**config.mk**
```make
export PLATFORM = sky130hd
export DESIGN_NAME = scp_serial_port
export DESIGN_NICKNAME = d
export VERILOG_FILES = /design/src/rtl/scp_pattern_gen.v /design/src/rtl/scp_serial_port.v /design/src/rtl/scp_sync2.v
export VERILOG_INCLUDE_DIRS = /design/src /design/src/inc
export SDC_FILE = /design/constraint.sdc
export NUM_CORES = 1
export LEC_CHECK = 0
export BUFFER_PORTS_ARGS = -buffer_cell sky130_fd_sc_hd__buf_2
export CORE_UTILIZATION = 66
export CTS_CLUSTER_DIAMETER = 150
export DETAILED_ROUTE_END_ITERATION = 7
export GPL_TIMING_DRIVEN = 0
export MAX_ROUTING_LAYER = met4
export PLACE_DENSITY_LB_ADDON = 0.2
export RECOVER_POWER = 50
export SYNTH_ARGS = -nofsm -noshare
export SYNTH_HDL_FRONTEND = slang
export SYNTH_SLANG_ARGS = --single-unit
```
**constraint.sdc**
```tcl
create_clock -name sys_clk -period 6.43 [get_ports sys_clk]
set_input_delay 0 -clock sys_clk [delete_from_list [all_inputs] [get_ports sys_clk]]
set_output_delay 0 -clock sys_clk [all_outputs]
set_load 0.03 [all_outputs]
```
**src/inc/scp_consts.vh**
```
`ifndef SCP_CONSTS_VH
`define SCP_CONSTS_VH
// register offsets
`define SCP_ADDR_PORTCFG   8'h00
`define SCP_ADDR_CHIPID    8'h01
`define SCP_ADDR_CHSEL     8'h05
`define SCP_ADDR_POWER     8'h08
`define SCP_ADDR_CLKDIV    8'h0B
`define SCP_ADDR_SHUFFLE   8'h0C
`define SCP_ADDR_TESTPAT   8'h0D
`define SCP_ADDR_OUTMODE   8'h14
`define SCP_ADDR_SHADOW_LO 8'h08
`define SCP_ADDR_SHADOW_HI 8'h3E
`define SCP_ADDR_COMMIT    8'hFF
// reset values
`define SCP_RST_PORTCFG    8'h18
`define SCP_RST_CHSEL      8'hCF
`define SCP_RST_POWER      8'h00
`define SCP_RST_CLKDIV     8'h00
`define SCP_RST_SHUFFLE    8'h01
`define SCP_RST_TESTPAT    8'h00
`define SCP_RST_OUTMODE    8'h00
// fields
`define SCP_PORTCFG_LSB0   6
`define SCP_PORTCFG_LSB1   1
`define SCP_CHSEL_A        0
`define SCP_CHSEL_B        1
`define SCP_TP_MODE_HI     2
`define SCP_TP_SHORT_RST   4
`define SCP_TP_LONG_RST    5
`define SCP_OUT_FMT        0
`define SCP_OUT_INV        2
`define SCP_COMMIT_BIT     0
// frame layout
`define SCP_INSTR_BITS     16
`define SCP_WORD_BITS      8
`define SCP_LEN_STREAM     2'h3
// pattern codes
`define SCP_TP_OFF         3'h0
`define SCP_TP_MID         3'h1
`define SCP_TP_POS         3'h2
`define SCP_TP_NEG         3'h3
`define SCP_TP_CHECK       3'h4
`define SCP_TP_PNLONG      3'h5
`define SCP_TP_PNSHORT     3'h6
// generator seeds
`define SCP_SEED_LONG      23'h7FFFFF
`define SCP_SEED_SHORT     9'h1FF
`endif

```
**src/rtl/scp_pattern_gen.v**
```verilog
`timescale 1ns/100ps
`include "scp_consts.vh"
module scp_pattern_gen #(
    parameter WIDTH = 11
) (
    // clock and reset
    input  wire             sys_clk,
    input  wire             sys_rst,
    // encode clock enable and controls
    input  wire             encodeEn,
    input  wire [2:0]       patternSel,
    input  wire             longHold,
    input  wire             shortHold,
    input  wire             twosComp,
    input  wire             invertOut,
    input  wire [WIDTH-1:0] converterData,
    // formatted output
    output reg  [WIDTH-1:0] dataOut
);
    reg [22:0]       longReg;
    reg [8:0]        shortReg;
    reg              checkReg;
    reg [WIDTH-1:0]  raw;
    reg [WIDTH-1:0]  fmt;
    wire [2*((WIDTH+1)/2)-1:0] checkWide = {(WIDTH+1)/2{checkReg, ~checkReg}};
    wire [17:0]      shortWide = {shortReg, shortReg};

    // generators only step on the encode clock
    always @(posedge sys_clk) begin
        if (sys_rst) begin
            longReg  <= `SCP_SEED_LONG;
            shortReg <= `SCP_SEED_SHORT;
            checkReg <= 1'b0;
        end else begin
            if (longHold)
                longReg <= `SCP_SEED_LONG;
            else if (encodeEn)
                longReg <= {longReg[21:0], longReg[22] ^ longReg[17]};
            if (shortHold)
                shortReg <= `SCP_SEED_SHORT;
            else if (encodeEn)
                shortReg <= {shortReg[7:0], shortReg[8] ^ shortReg[4]};
            if (encodeEn)
                checkReg <= ~checkReg;
        end
    end

    // analog data is ignored in test modes 1 to 6; code 7 passes it through
    always @* begin
        case (patternSel)
            `SCP_TP_OFF:     raw = converterData;
            `SCP_TP_MID:     raw = {1'b1, {(WIDTH-1){1'b0}}};
            `SCP_TP_POS:     raw = {WIDTH{1'b1}};
            `SCP_TP_NEG:     raw = {WIDTH{1'b0}};
            `SCP_TP_CHECK:   raw = checkWide[WIDTH-1:0];
            `SCP_TP_PNLONG:  raw = longReg[WIDTH-1:0];
            `SCP_TP_PNSHORT: raw = shortWide[WIDTH-1:0];
            default:         raw = converterData;
        endcase
        // offset binary to twos complement flips the msb
        fmt = raw ^ {twosComp, {(WIDTH-1){1'b0}}};
        if (invertOut)
            fmt = ~fmt;
    end

    always @(posedge sys_clk) begin
        if (sys_rst)
            dataOut <= {WIDTH{1'b0}};
        else if (encodeEn)
            dataOut <= fmt;
    end
endmodule // scp_pattern_gen

```
**src/rtl/scp_serial_port.v**
```verilog
`timescale 1ns/100ps
`include "scp_consts.vh"
// Summary of operation
// - test modes 1 to 6 replace converter data with pattern through output formatting; code 7 passes converter data
// - pseudorandom reset bits 4 or 5 hold that generator at its seed
// - patterns ignore analog input and advance only on encode clock
// - frame starts at chip select fall; first clock rise samples instruction
// - chip select held low with length code 3 streams successive bytes indefinitely; other lengths stop after their count
// - chip select may go high between bytes of a counted frame; transfer resumes after, but a stream frame ends there
// - chip select high idles the port and releases data pin
// - every frame begins with a sixteen bit instruction
// - first instruction bit high reads, low writes
// - data phase is whole bytes, count from two length bits
// - reads turn data pin to output after instruction; writes keep input
// - msb first after reset; port config register selects lsb first
// - reset loads critical registers with defaults
// - addresses 08 to 3E are shadowed until commit at FF
// - writing 01 to FF copies all shadows at once, self clears
// - local registers exist per channel, selected by index register
// - writes to local registers update every selected channel
// - reads with both channels selected return channel A copy
// - global registers ignore the channel index
module scp_serial_port #(
    parameter WIDTH   = 11,
    parameter CHIP_ID = 8'h5C  // arbitrary identity value
) (
    // clock and reset
    input  wire             sys_clk,
    input  wire             sys_rst,
    // serial pins
    input  wire             serialClk,
    input  wire             chipSelectLow,
    input  wire             dataPinIn,
    output reg              dataPinOut,
    output reg              dataPinOeLow,
    // encode clock and converter data
    input  wire             encodeClk,
    input  wire [WIDTH-1:0] convDataA,
    input  wire [WIDTH-1:0] convDataB,
    // formatted outputs
    output reg  [WIDTH-1:0] outDataA,
    output reg  [WIDTH-1:0] outDataB,
    output reg              testActiveA,
    output reg              testActiveB,
    output reg  [7:0]       activePower,
    output reg  [7:0]       activeClkDiv
);
    localparam ST_INSTR = 2'h0;
    localparam ST_DATA  = 2'h1;
    localparam ST_DONE  = 2'h2;

    wire        sclkS;
    wire        csS;
    wire        sdiS;
    wire        encS;

    reg         sclkPrevReg;
    reg         encPrevReg;
    reg  [1:0]  stateReg;
    reg  [4:0]  bitCntReg;
    reg  [15:0] shiftReg;
    reg         readReg;
    reg  [1:0]  lenReg;
    reg  [12:0] addrReg;
    reg  [2:0]  bytesLeftReg;
    reg  [7:0]  txReg;
    reg         driveReg;
    reg         commitTogReg;
    reg  [2:0]  commitSyncReg;
    reg  [7:0]  portCfgReg;
    reg  [7:0]  chSelReg;
    reg  [7:0]  powerShReg;
    reg  [7:0]  clkDivShReg;
    reg  [7:0]  shufShReg  [0:1];
    reg  [7:0]  testShReg  [0:1];
    reg  [7:0]  outShReg   [0:1];
    reg  [7:0]  shufActReg [0:1];
    reg  [7:0]  testActReg [0:1];
    reg  [7:0]  outActReg  [0:1];
    reg  [7:0]  rdData;
    reg         rdSel;

    wire [WIDTH-1:0] patA;
    wire [WIDTH-1:0] patB;
    // separate loop index per process
    integer     i;
    integer     j;

    // noisy asynchronous pins pass two flops first
    scp_sync2 uSyncClk (.sys_clk(sys_clk), .sys_rst(sys_rst), .asyncIn(serialClk),     .syncOut(sclkS));
    scp_sync2 uSyncCs  (.sys_clk(sys_clk), .sys_rst(sys_rst), .asyncIn(~chipSelectLow), .syncOut(csS));
    scp_sync2 uSyncDi  (.sys_clk(sys_clk), .sys_rst(sys_rst), .asyncIn(dataPinIn),     .syncOut(sdiS));
    scp_sync2 uSyncEnc (.sys_clk(sys_clk), .sys_rst(sys_rst), .asyncIn(encodeClk),     .syncOut(encS));

    wire sclkRise = csS & sclkS & ~sclkPrevReg;
    wire sclkFall = csS & ~sclkS & sclkPrevReg;
    wire encRise  = encS & ~encPrevReg;

    wire lsbFirst = portCfgReg[`SCP_PORTCFG_LSB0] | portCfgReg[`SCP_PORTCFG_LSB1];
    wire [15:0] instrNext = {shiftReg[14:0], sdiS};
    wire [7:0]  byteIn = lsbFirst ? {sdiS, shiftReg[7:1]} : {shiftReg[6:0], sdiS};
    wire [7:0]  wAddr = addrReg[7:0];
    wire        isLocal = (wAddr == `SCP_ADDR_SHUFFLE) | (wAddr == `SCP_ADDR_TESTPAT) | (wAddr == `SCP_ADDR_OUTMODE);

    // read mux; channel A wins when both selected
    always @* begin
        rdSel  = chSelReg[`SCP_CHSEL_A] ? 1'b0 : 1'b1;
        rdData = 8'h00;
        case (wAddr)
            `SCP_ADDR_PORTCFG: rdData = portCfgReg;
            `SCP_ADDR_CHIPID:  rdData = CHIP_ID;
            `SCP_ADDR_CHSEL:   rdData = chSelReg;
            `SCP_ADDR_POWER:   rdData = powerShReg;
            `SCP_ADDR_CLKDIV:  rdData = clkDivShReg;
            `SCP_ADDR_SHUFFLE: rdData = shufShReg[rdSel];
            `SCP_ADDR_TESTPAT: rdData = testShReg[rdSel];
            `SCP_ADDR_OUTMODE: rdData = outShReg[rdSel];
            default:           rdData = 8'h00;
        endcase
    end

    always @(posedge sys_clk) begin
        if (sys_rst) begin
            sclkPrevReg  <= 1'b0;
            encPrevReg   <= 1'b0;
            stateReg     <= ST_INSTR;
            bitCntReg    <= 5'h00;
            shiftReg     <= 16'h0000;
            readReg      <= 1'b0;
            lenReg       <= 2'h0;
            addrReg      <= 13'h0000;
            bytesLeftReg <= 3'h0;
            txReg        <= 8'h00;
            driveReg     <= 1'b0;
            dataPinOut   <= 1'b0;
            dataPinOeLow <= 1'b1;
            commitTogReg <= 1'b0;
            portCfgReg   <= `SCP_RST_PORTCFG & 8'hBD;
            chSelReg     <= `SCP_RST_CHSEL;
            powerShReg   <= `SCP_RST_POWER;
            clkDivShReg  <= `SCP_RST_CLKDIV;
            for (i = 0; i < 2; i = i + 1) begin
                shufShReg[i] <= `SCP_RST_SHUFFLE;
                testShReg[i] <= `SCP_RST_TESTPAT;
                outShReg[i]  <= `SCP_RST_OUTMODE;
            end
        end else begin
            sclkPrevReg <= csS ? sclkS : 1'b0;
            encPrevReg  <= encS;
            // release pin whenever chip select is high
            dataPinOeLow <= ~(csS & driveReg);
            dataPinOut   <= txReg[lsbFirst ? 0 : 7];

            // frame state is kept across a high chip select between bytes of a counted frame; a stream frame ends
            if (sclkRise) begin
                case (stateReg)
                    ST_INSTR: begin
                        shiftReg  <= instrNext;
                        bitCntReg <= bitCntReg + 5'h01;
                        if (bitCntReg == `SCP_INSTR_BITS - 1) begin
                            readReg      <= instrNext[15];
                            lenReg       <= instrNext[14:13];
                            addrReg      <= instrNext[12:0];
                            bytesLeftReg <= {1'b0, instrNext[14:13]} + 3'h1;
                            bitCntReg    <= 5'h00;
                            stateReg     <= ST_DATA;
                        end
                    end
                    ST_DATA: begin
                        shiftReg  <= {8'h00, byteIn};
                        bitCntReg <= bitCntReg + 5'h01;
                        if (bitCntReg == `SCP_WORD_BITS - 1) begin
                            bitCntReg <= 5'h00;
                            if (!readReg) begin
                                case (wAddr)
                                    `SCP_ADDR_PORTCFG: portCfgReg <= byteIn;
                                    `SCP_ADDR_CHSEL:   chSelReg   <= byteIn;
                                    `SCP_ADDR_POWER:   powerShReg <= byteIn;
                                    `SCP_ADDR_CLKDIV:  clkDivShReg <= byteIn;
                                    `SCP_ADDR_COMMIT:  commitTogReg <= commitTogReg ^ byteIn[`SCP_COMMIT_BIT];
                                    default:           ;
                                endcase
                                if (isLocal) begin
                                    for (i = 0; i < 2; i = i + 1) begin
                                        if (chSelReg[i]) begin
                                            if (wAddr == `SCP_ADDR_SHUFFLE) shufShReg[i] <= byteIn;
                                            if (wAddr == `SCP_ADDR_TESTPAT) testShReg[i] <= byteIn;
                                            if (wAddr == `SCP_ADDR_OUTMODE) outShReg[i]  <= byteIn;
                                        end
                                    end
                                end
                            end
                            // auto decrement address per byte
                            addrReg <= addrReg - 13'h0001;
                            if (lenReg != `SCP_LEN_STREAM) begin
                                bytesLeftReg <= bytesLeftReg - 3'h1;
                                if (bytesLeftReg == 3'h1)
                                    stateReg <= ST_DONE;
                            end
                        end
                    end
                    default: ;
                endcase
            end

            // read data launched on falling edges
            if (sclkFall && stateReg == ST_DATA && readReg) begin
                driveReg <= 1'b1;
                if (bitCntReg == 5'h00)
                    txReg <= rdData;
                else
                    txReg <= lsbFirst ? {1'b0, txReg[7:1]} : {txReg[6:0], 1'b0};
            end
            if (stateReg == ST_DONE)
                driveReg <= 1'b0;

            // whole frame ends only when chip select rises after last byte
            // a stream ends at a byte boundary; a counted frame may pause there
            if (!csS && (stateReg == ST_DONE ||
                (stateReg == ST_DATA && lenReg == `SCP_LEN_STREAM && bitCntReg == 5'h00))) begin
                stateReg  <= ST_INSTR;
                bitCntReg <= 5'h00;
                driveReg  <= 1'b0;
            end
        end
    end

    // commit crossed as a toggle into the encode side
    always @(posedge sys_clk) begin
        if (sys_rst) begin
            commitSyncReg <= 3'h0;
            activePower   <= `SCP_RST_POWER;
            activeClkDiv  <= `SCP_RST_CLKDIV;
            testActiveA   <= 1'b0;
            testActiveB   <= 1'b0;
            for (j = 0; j < 2; j = j + 1) begin
                shufActReg[j] <= `SCP_RST_SHUFFLE;
                testActReg[j] <= `SCP_RST_TESTPAT;
                outActReg[j]  <= `SCP_RST_OUTMODE;
            end
        end else begin
            if (encRise)
                commitSyncReg <= {commitSyncReg[1:0], commitTogReg};

            if (encRise && (commitSyncReg[2] != commitSyncReg[1])) begin
                activePower  <= powerShReg;
                activeClkDiv <= clkDivShReg;
                for (j = 0; j < 2; j = j + 1) begin
                    shufActReg[j] <= shufShReg[j];
                    testActReg[j] <= testShReg[j];
                    outActReg[j]  <= outShReg[j];
                end
            end

            testActiveA <= testActReg[0][`SCP_TP_MODE_HI:0] != `SCP_TP_OFF;
            testActiveB <= testActReg[1][`SCP_TP_MODE_HI:0] != `SCP_TP_OFF;
        end
    end

    scp_pattern_gen #(.WIDTH(WIDTH)) uPatA (
        .sys_clk       (sys_clk),
        .sys_rst       (sys_rst),
        .encodeEn      (encRise),
        .patternSel    (testActReg[0][`SCP_TP_MODE_HI:0]),
        .longHold      (testActReg[0][`SCP_TP_LONG_RST]),
        .shortHold     (testActReg[0][`SCP_TP_SHORT_RST]),
        .twosComp      (outActReg[0][`SCP_OUT_FMT]),
        .invertOut     (outActReg[0][`SCP_OUT_INV]),
        .converterData (convDataA),
        .dataOut       (patA)
    );

    scp_pattern_gen #(.WIDTH(WIDTH)) uPatB (
        .sys_clk       (sys_clk),
        .sys_rst       (sys_rst),
        .encodeEn      (encRise),
        .patternSel    (testActReg[1][`SCP_TP_MODE_HI:0]),
        .longHold      (testActReg[1][`SCP_TP_LONG_RST]),
        .shortHold     (testActReg[1][`SCP_TP_SHORT_RST]),
        .twosComp      (outActReg[1][`SCP_OUT_FMT]),
        .invertOut     (outActReg[1][`SCP_OUT_INV]),
        .converterData (convDataB),
        .dataOut       (patB)
    );

    always @(posedge sys_clk) begin
        if (sys_rst) begin
            outDataA <= {WIDTH{1'b0}};
            outDataB <= {WIDTH{1'b0}};
        end else begin
            outDataA <= patA;
            outDataB <= patB;
        end
    end
endmodule // scp_serial_port

```
**src/rtl/scp_sync2.v**
```verilog
`timescale 1ns/100ps
module scp_sync2 (
    // clock and reset
    input  wire sys_clk,
    input  wire sys_rst,
    // async level in, synced out
    input  wire asyncIn,
    output reg  syncOut
);
    reg stage1Reg;

    always @(posedge sys_clk) begin
        if (sys_rst) begin
            stage1Reg <= 1'b0;
            syncOut   <= 1'b0;
        end else begin
            stage1Reg <= asyncIn;
            syncOut   <= stage1Reg;
        end
    end
endmodule // scp_sync2

```
==> metrics.cfg <==
[run_status]
status = finished with violations
violations = DRC

[sta]
report.final.setup_viol = 0
worst_slew_pin_slew_ns = 1.283
tns_ns = 0
hold_viol = 0
finalCritPeriodShare = 0.4859
period_minus_slack_ns = 3.124
hold-worst-slack_ns = 0.03143
rsz0062_at_grt = false
fin_skew_ns = 0.01583
slew-limit-headroom = 0.1204
maxClockFrequency_mhz = 320.1
drv_slew = 0

[layout]
n_fill_cell = 1382
drive_gt1_frac = 0.07385
areaGrowthSynthToFinish_pct = 12.29
fin_util = 0.7644
insertedDiodeCount = 0
nNetsFinal = 1493

[routing]
first_pass_iters = 8
routedWlPerCell_um = 19.60
via_per_inst = 6.187
drtAntennaViolNets = 0
route.detailed.drc = 8
routed_wirelength_um = 33410
drt_iter0_drc = 1141
vias = 10548

[placed_design]
place_hpwl_um = 23880
place.gp.congestion = 0.9945
portBuffers = 69

[synth]
synth_edf_count = 62
synth.avg_cell_area_um2 = 9.175
synth_seq_area_share = 0.5071
synth_cell_type_count = 70
syn_nets = 1390
synth_cells = 1351
yosysMostFrequentCell = dfxtp_1
synth_area_um2 = 12400
synth_area_leaders = dfxtp_1 36%, edfxtp_1 15%, nand2_1 6.1%, mux2i_1 5.0%, nor2_1 4.5%
synthFlopType = dfxtp_1
yosysTopAreaCell = dfxtp_1
ys_ff_latch = 283
ys_async_sr_fraction = 0
synth_warnings = 0
synth_common_cells = 221 x dfxtp_1, 202 x nand2_1, 150 x nor2_1
synth_top_area_share = 0.3569

[global_routing]
grt_max_degree = 17
grt_usage = 0.3570
grt_pass1_wl_um = 52720
grt_pass1_vias = 9885
gr-total-overflow = 0
antenna_found_initial = 0

[clocking]
numCtsBuffers = 28
htree_num_levels = 1
clk_pin_slew_ns = 0.06
root_buffer = clkbuf_16
insertion_delay_ns = 0.55
cts_tree = built
postCtsHoldBufs = 4
ctsResizeCount = 0
clock_sinks = 283
cts_buffer_depth = 3
post_cts_buffers = 0

[setup_path]
max_stage_delay_ns = 1.03
critPathKind = reg2reg
crit_family = multiplexers
cp_max_fo = 10
cp_num_buf_inv = 1
crit_top_cell = nor2_1
endpoint_kind = register
worstPathRequired_ns = 6.84
critPathArrivalTime_ns = 3.54
cp-start-kind = register
worstPathCellList = nor2_1 > buf_2 > mux2i_1 > a211oi_1 > a21oi_1 > nor2_1
cp_slowest_cell = mux2i_1

[job]
drv_cap = 0

[die]
ios = 70
fp-row-count = 49
start_util = 0.6808
core_um2 = 18210
dieArea_um2 = 19330
die_h_um = 139.0
die_w_um = 139.0

[pwr]
power-per-cell-area_nw_per_um2 = 266.8
leakage_nw = 5.348
peakVddDrop_uv = 223.7

[hold_path]
hp-class = in2reg

[final timing paths]
path | from | to | slack, ns | cells past startpoint
worst max-delay path | portCfgReg[6] | shiftReg[2] | 3.31 | 6
worst min register to register | driveReg | dataPinOeLow | 0.43 | 1
worst min-delay path | convDataA[7] | uPatA.dataOut[7] | 0.03 | 6
worst max register to register | portCfgReg[6] | shiftReg[2] | 3.31 | 6
[metal layers]
layer | part of all wire | wire length [µm] | up-vias | track usage
li1 | - | - | 4957 | -
met2 | 0.47 | 15700 | 500 | 0.5784
met4 | 0.053 | 1769 | 0 | 0.1784
met1 | 0.40 | 13480 | 4981 | 0.4440
met3 | 0.074 | 2465 | 110 | 0.04178
met5 | 0 | 0 | - | -
[layout by cell type (no fill, tap or decap), drive strengths merged, types with 21 or more instances in the layout]
cell | netlist | layout
o211ai | 25 | 25
o21ai | 21 | 21
mux2i | 62 | 62
xor2 | 24 | 24
nand3 | 76 | 76
buf | 32 | 54
nand2b | 21 | 21
nor2 | 152 | 152
dfxtp | 221 | 221
a21oi | 76 | 76
a211oi | 44 | 44
nor2b | 38 | 38
clkbuf | 70 | 152
edfxtp | 62 | 62
inv | 23 | 25
nand2 | 202 | 202
[final cells by class]
cell class / count / area (µm²) / share of cell area
clock inverter: 17 / 143.9 / 0.01034
multi-input combinational: 941 / 5592 / 0.4017
timing repair buffer: 73 / 331.6 / 0.02382
buffer: 102 / 417.9 / 0.03002
tap: 229 / 286.5 / 0.02058
sequential: 283 / 6286 / 0.4516
inverter: 25 / 93.84 / 0.006742
clock buffer: 35 / 768.2 / 0.05519
[cell families (layout without fill, tap and decap cells)]
logic type	count (synthesis)	after routing	synth area share
DFF	283	283	0.5071
and+or+nand+nor	564	564	0.2114
AOI/OAI and AO/OA	265	265	0.1500
buffers and inverters	127	252	0.04159
xor gates and xnor gates	33	33	0.02332
adders and majority gates	11	11	0.01110
muxes	68	68	0.05552
[tightest hold or removal path: stages]
cell,delay [ns]
buf_2,0.09
mux2i_1,0.06
nand2_1,0.06
nand3_1,0.08
xor2_1,0.14
a211oi_1,0.08
[stage by stage]
stage	instances	area (µm²)	setup slack (ns)	total power [W]
6_report	1705	13920	3.306	0.003714
5_1_grt	1705	13920	3.273	0.003817
4_1_cts	1705	13980	3.540	0.003724
3_5_place_dp	1649	13030	3.550	0.002128
3_3_place_gp	1649	13030	3.724	0.002123
2_1_floorplan	1351	12400	4.345	0.002054
[flip-flops by register name, summed over array words and instances (netlist names), 9 cells and up]
register and count:
uPatA.longReg 23, uPatB.longReg 23, outShReg 16, shufShReg 16
testShReg 16, shiftReg 15, outDataA 11, outDataB 11
uPatA.dataOut 11, uPatB.dataOut 11, testActReg 10, uPatA.shortReg 9
uPatB.shortReg 9
[report_power, final]
part	leakage, nW	switching, W	internal, W
registers	2.39	0.0000229	0.00186
clock network	0.450	0.000691	0.000929
logic	2.51	0.000144	0.0000688
(Power assumes the default switching activity.)
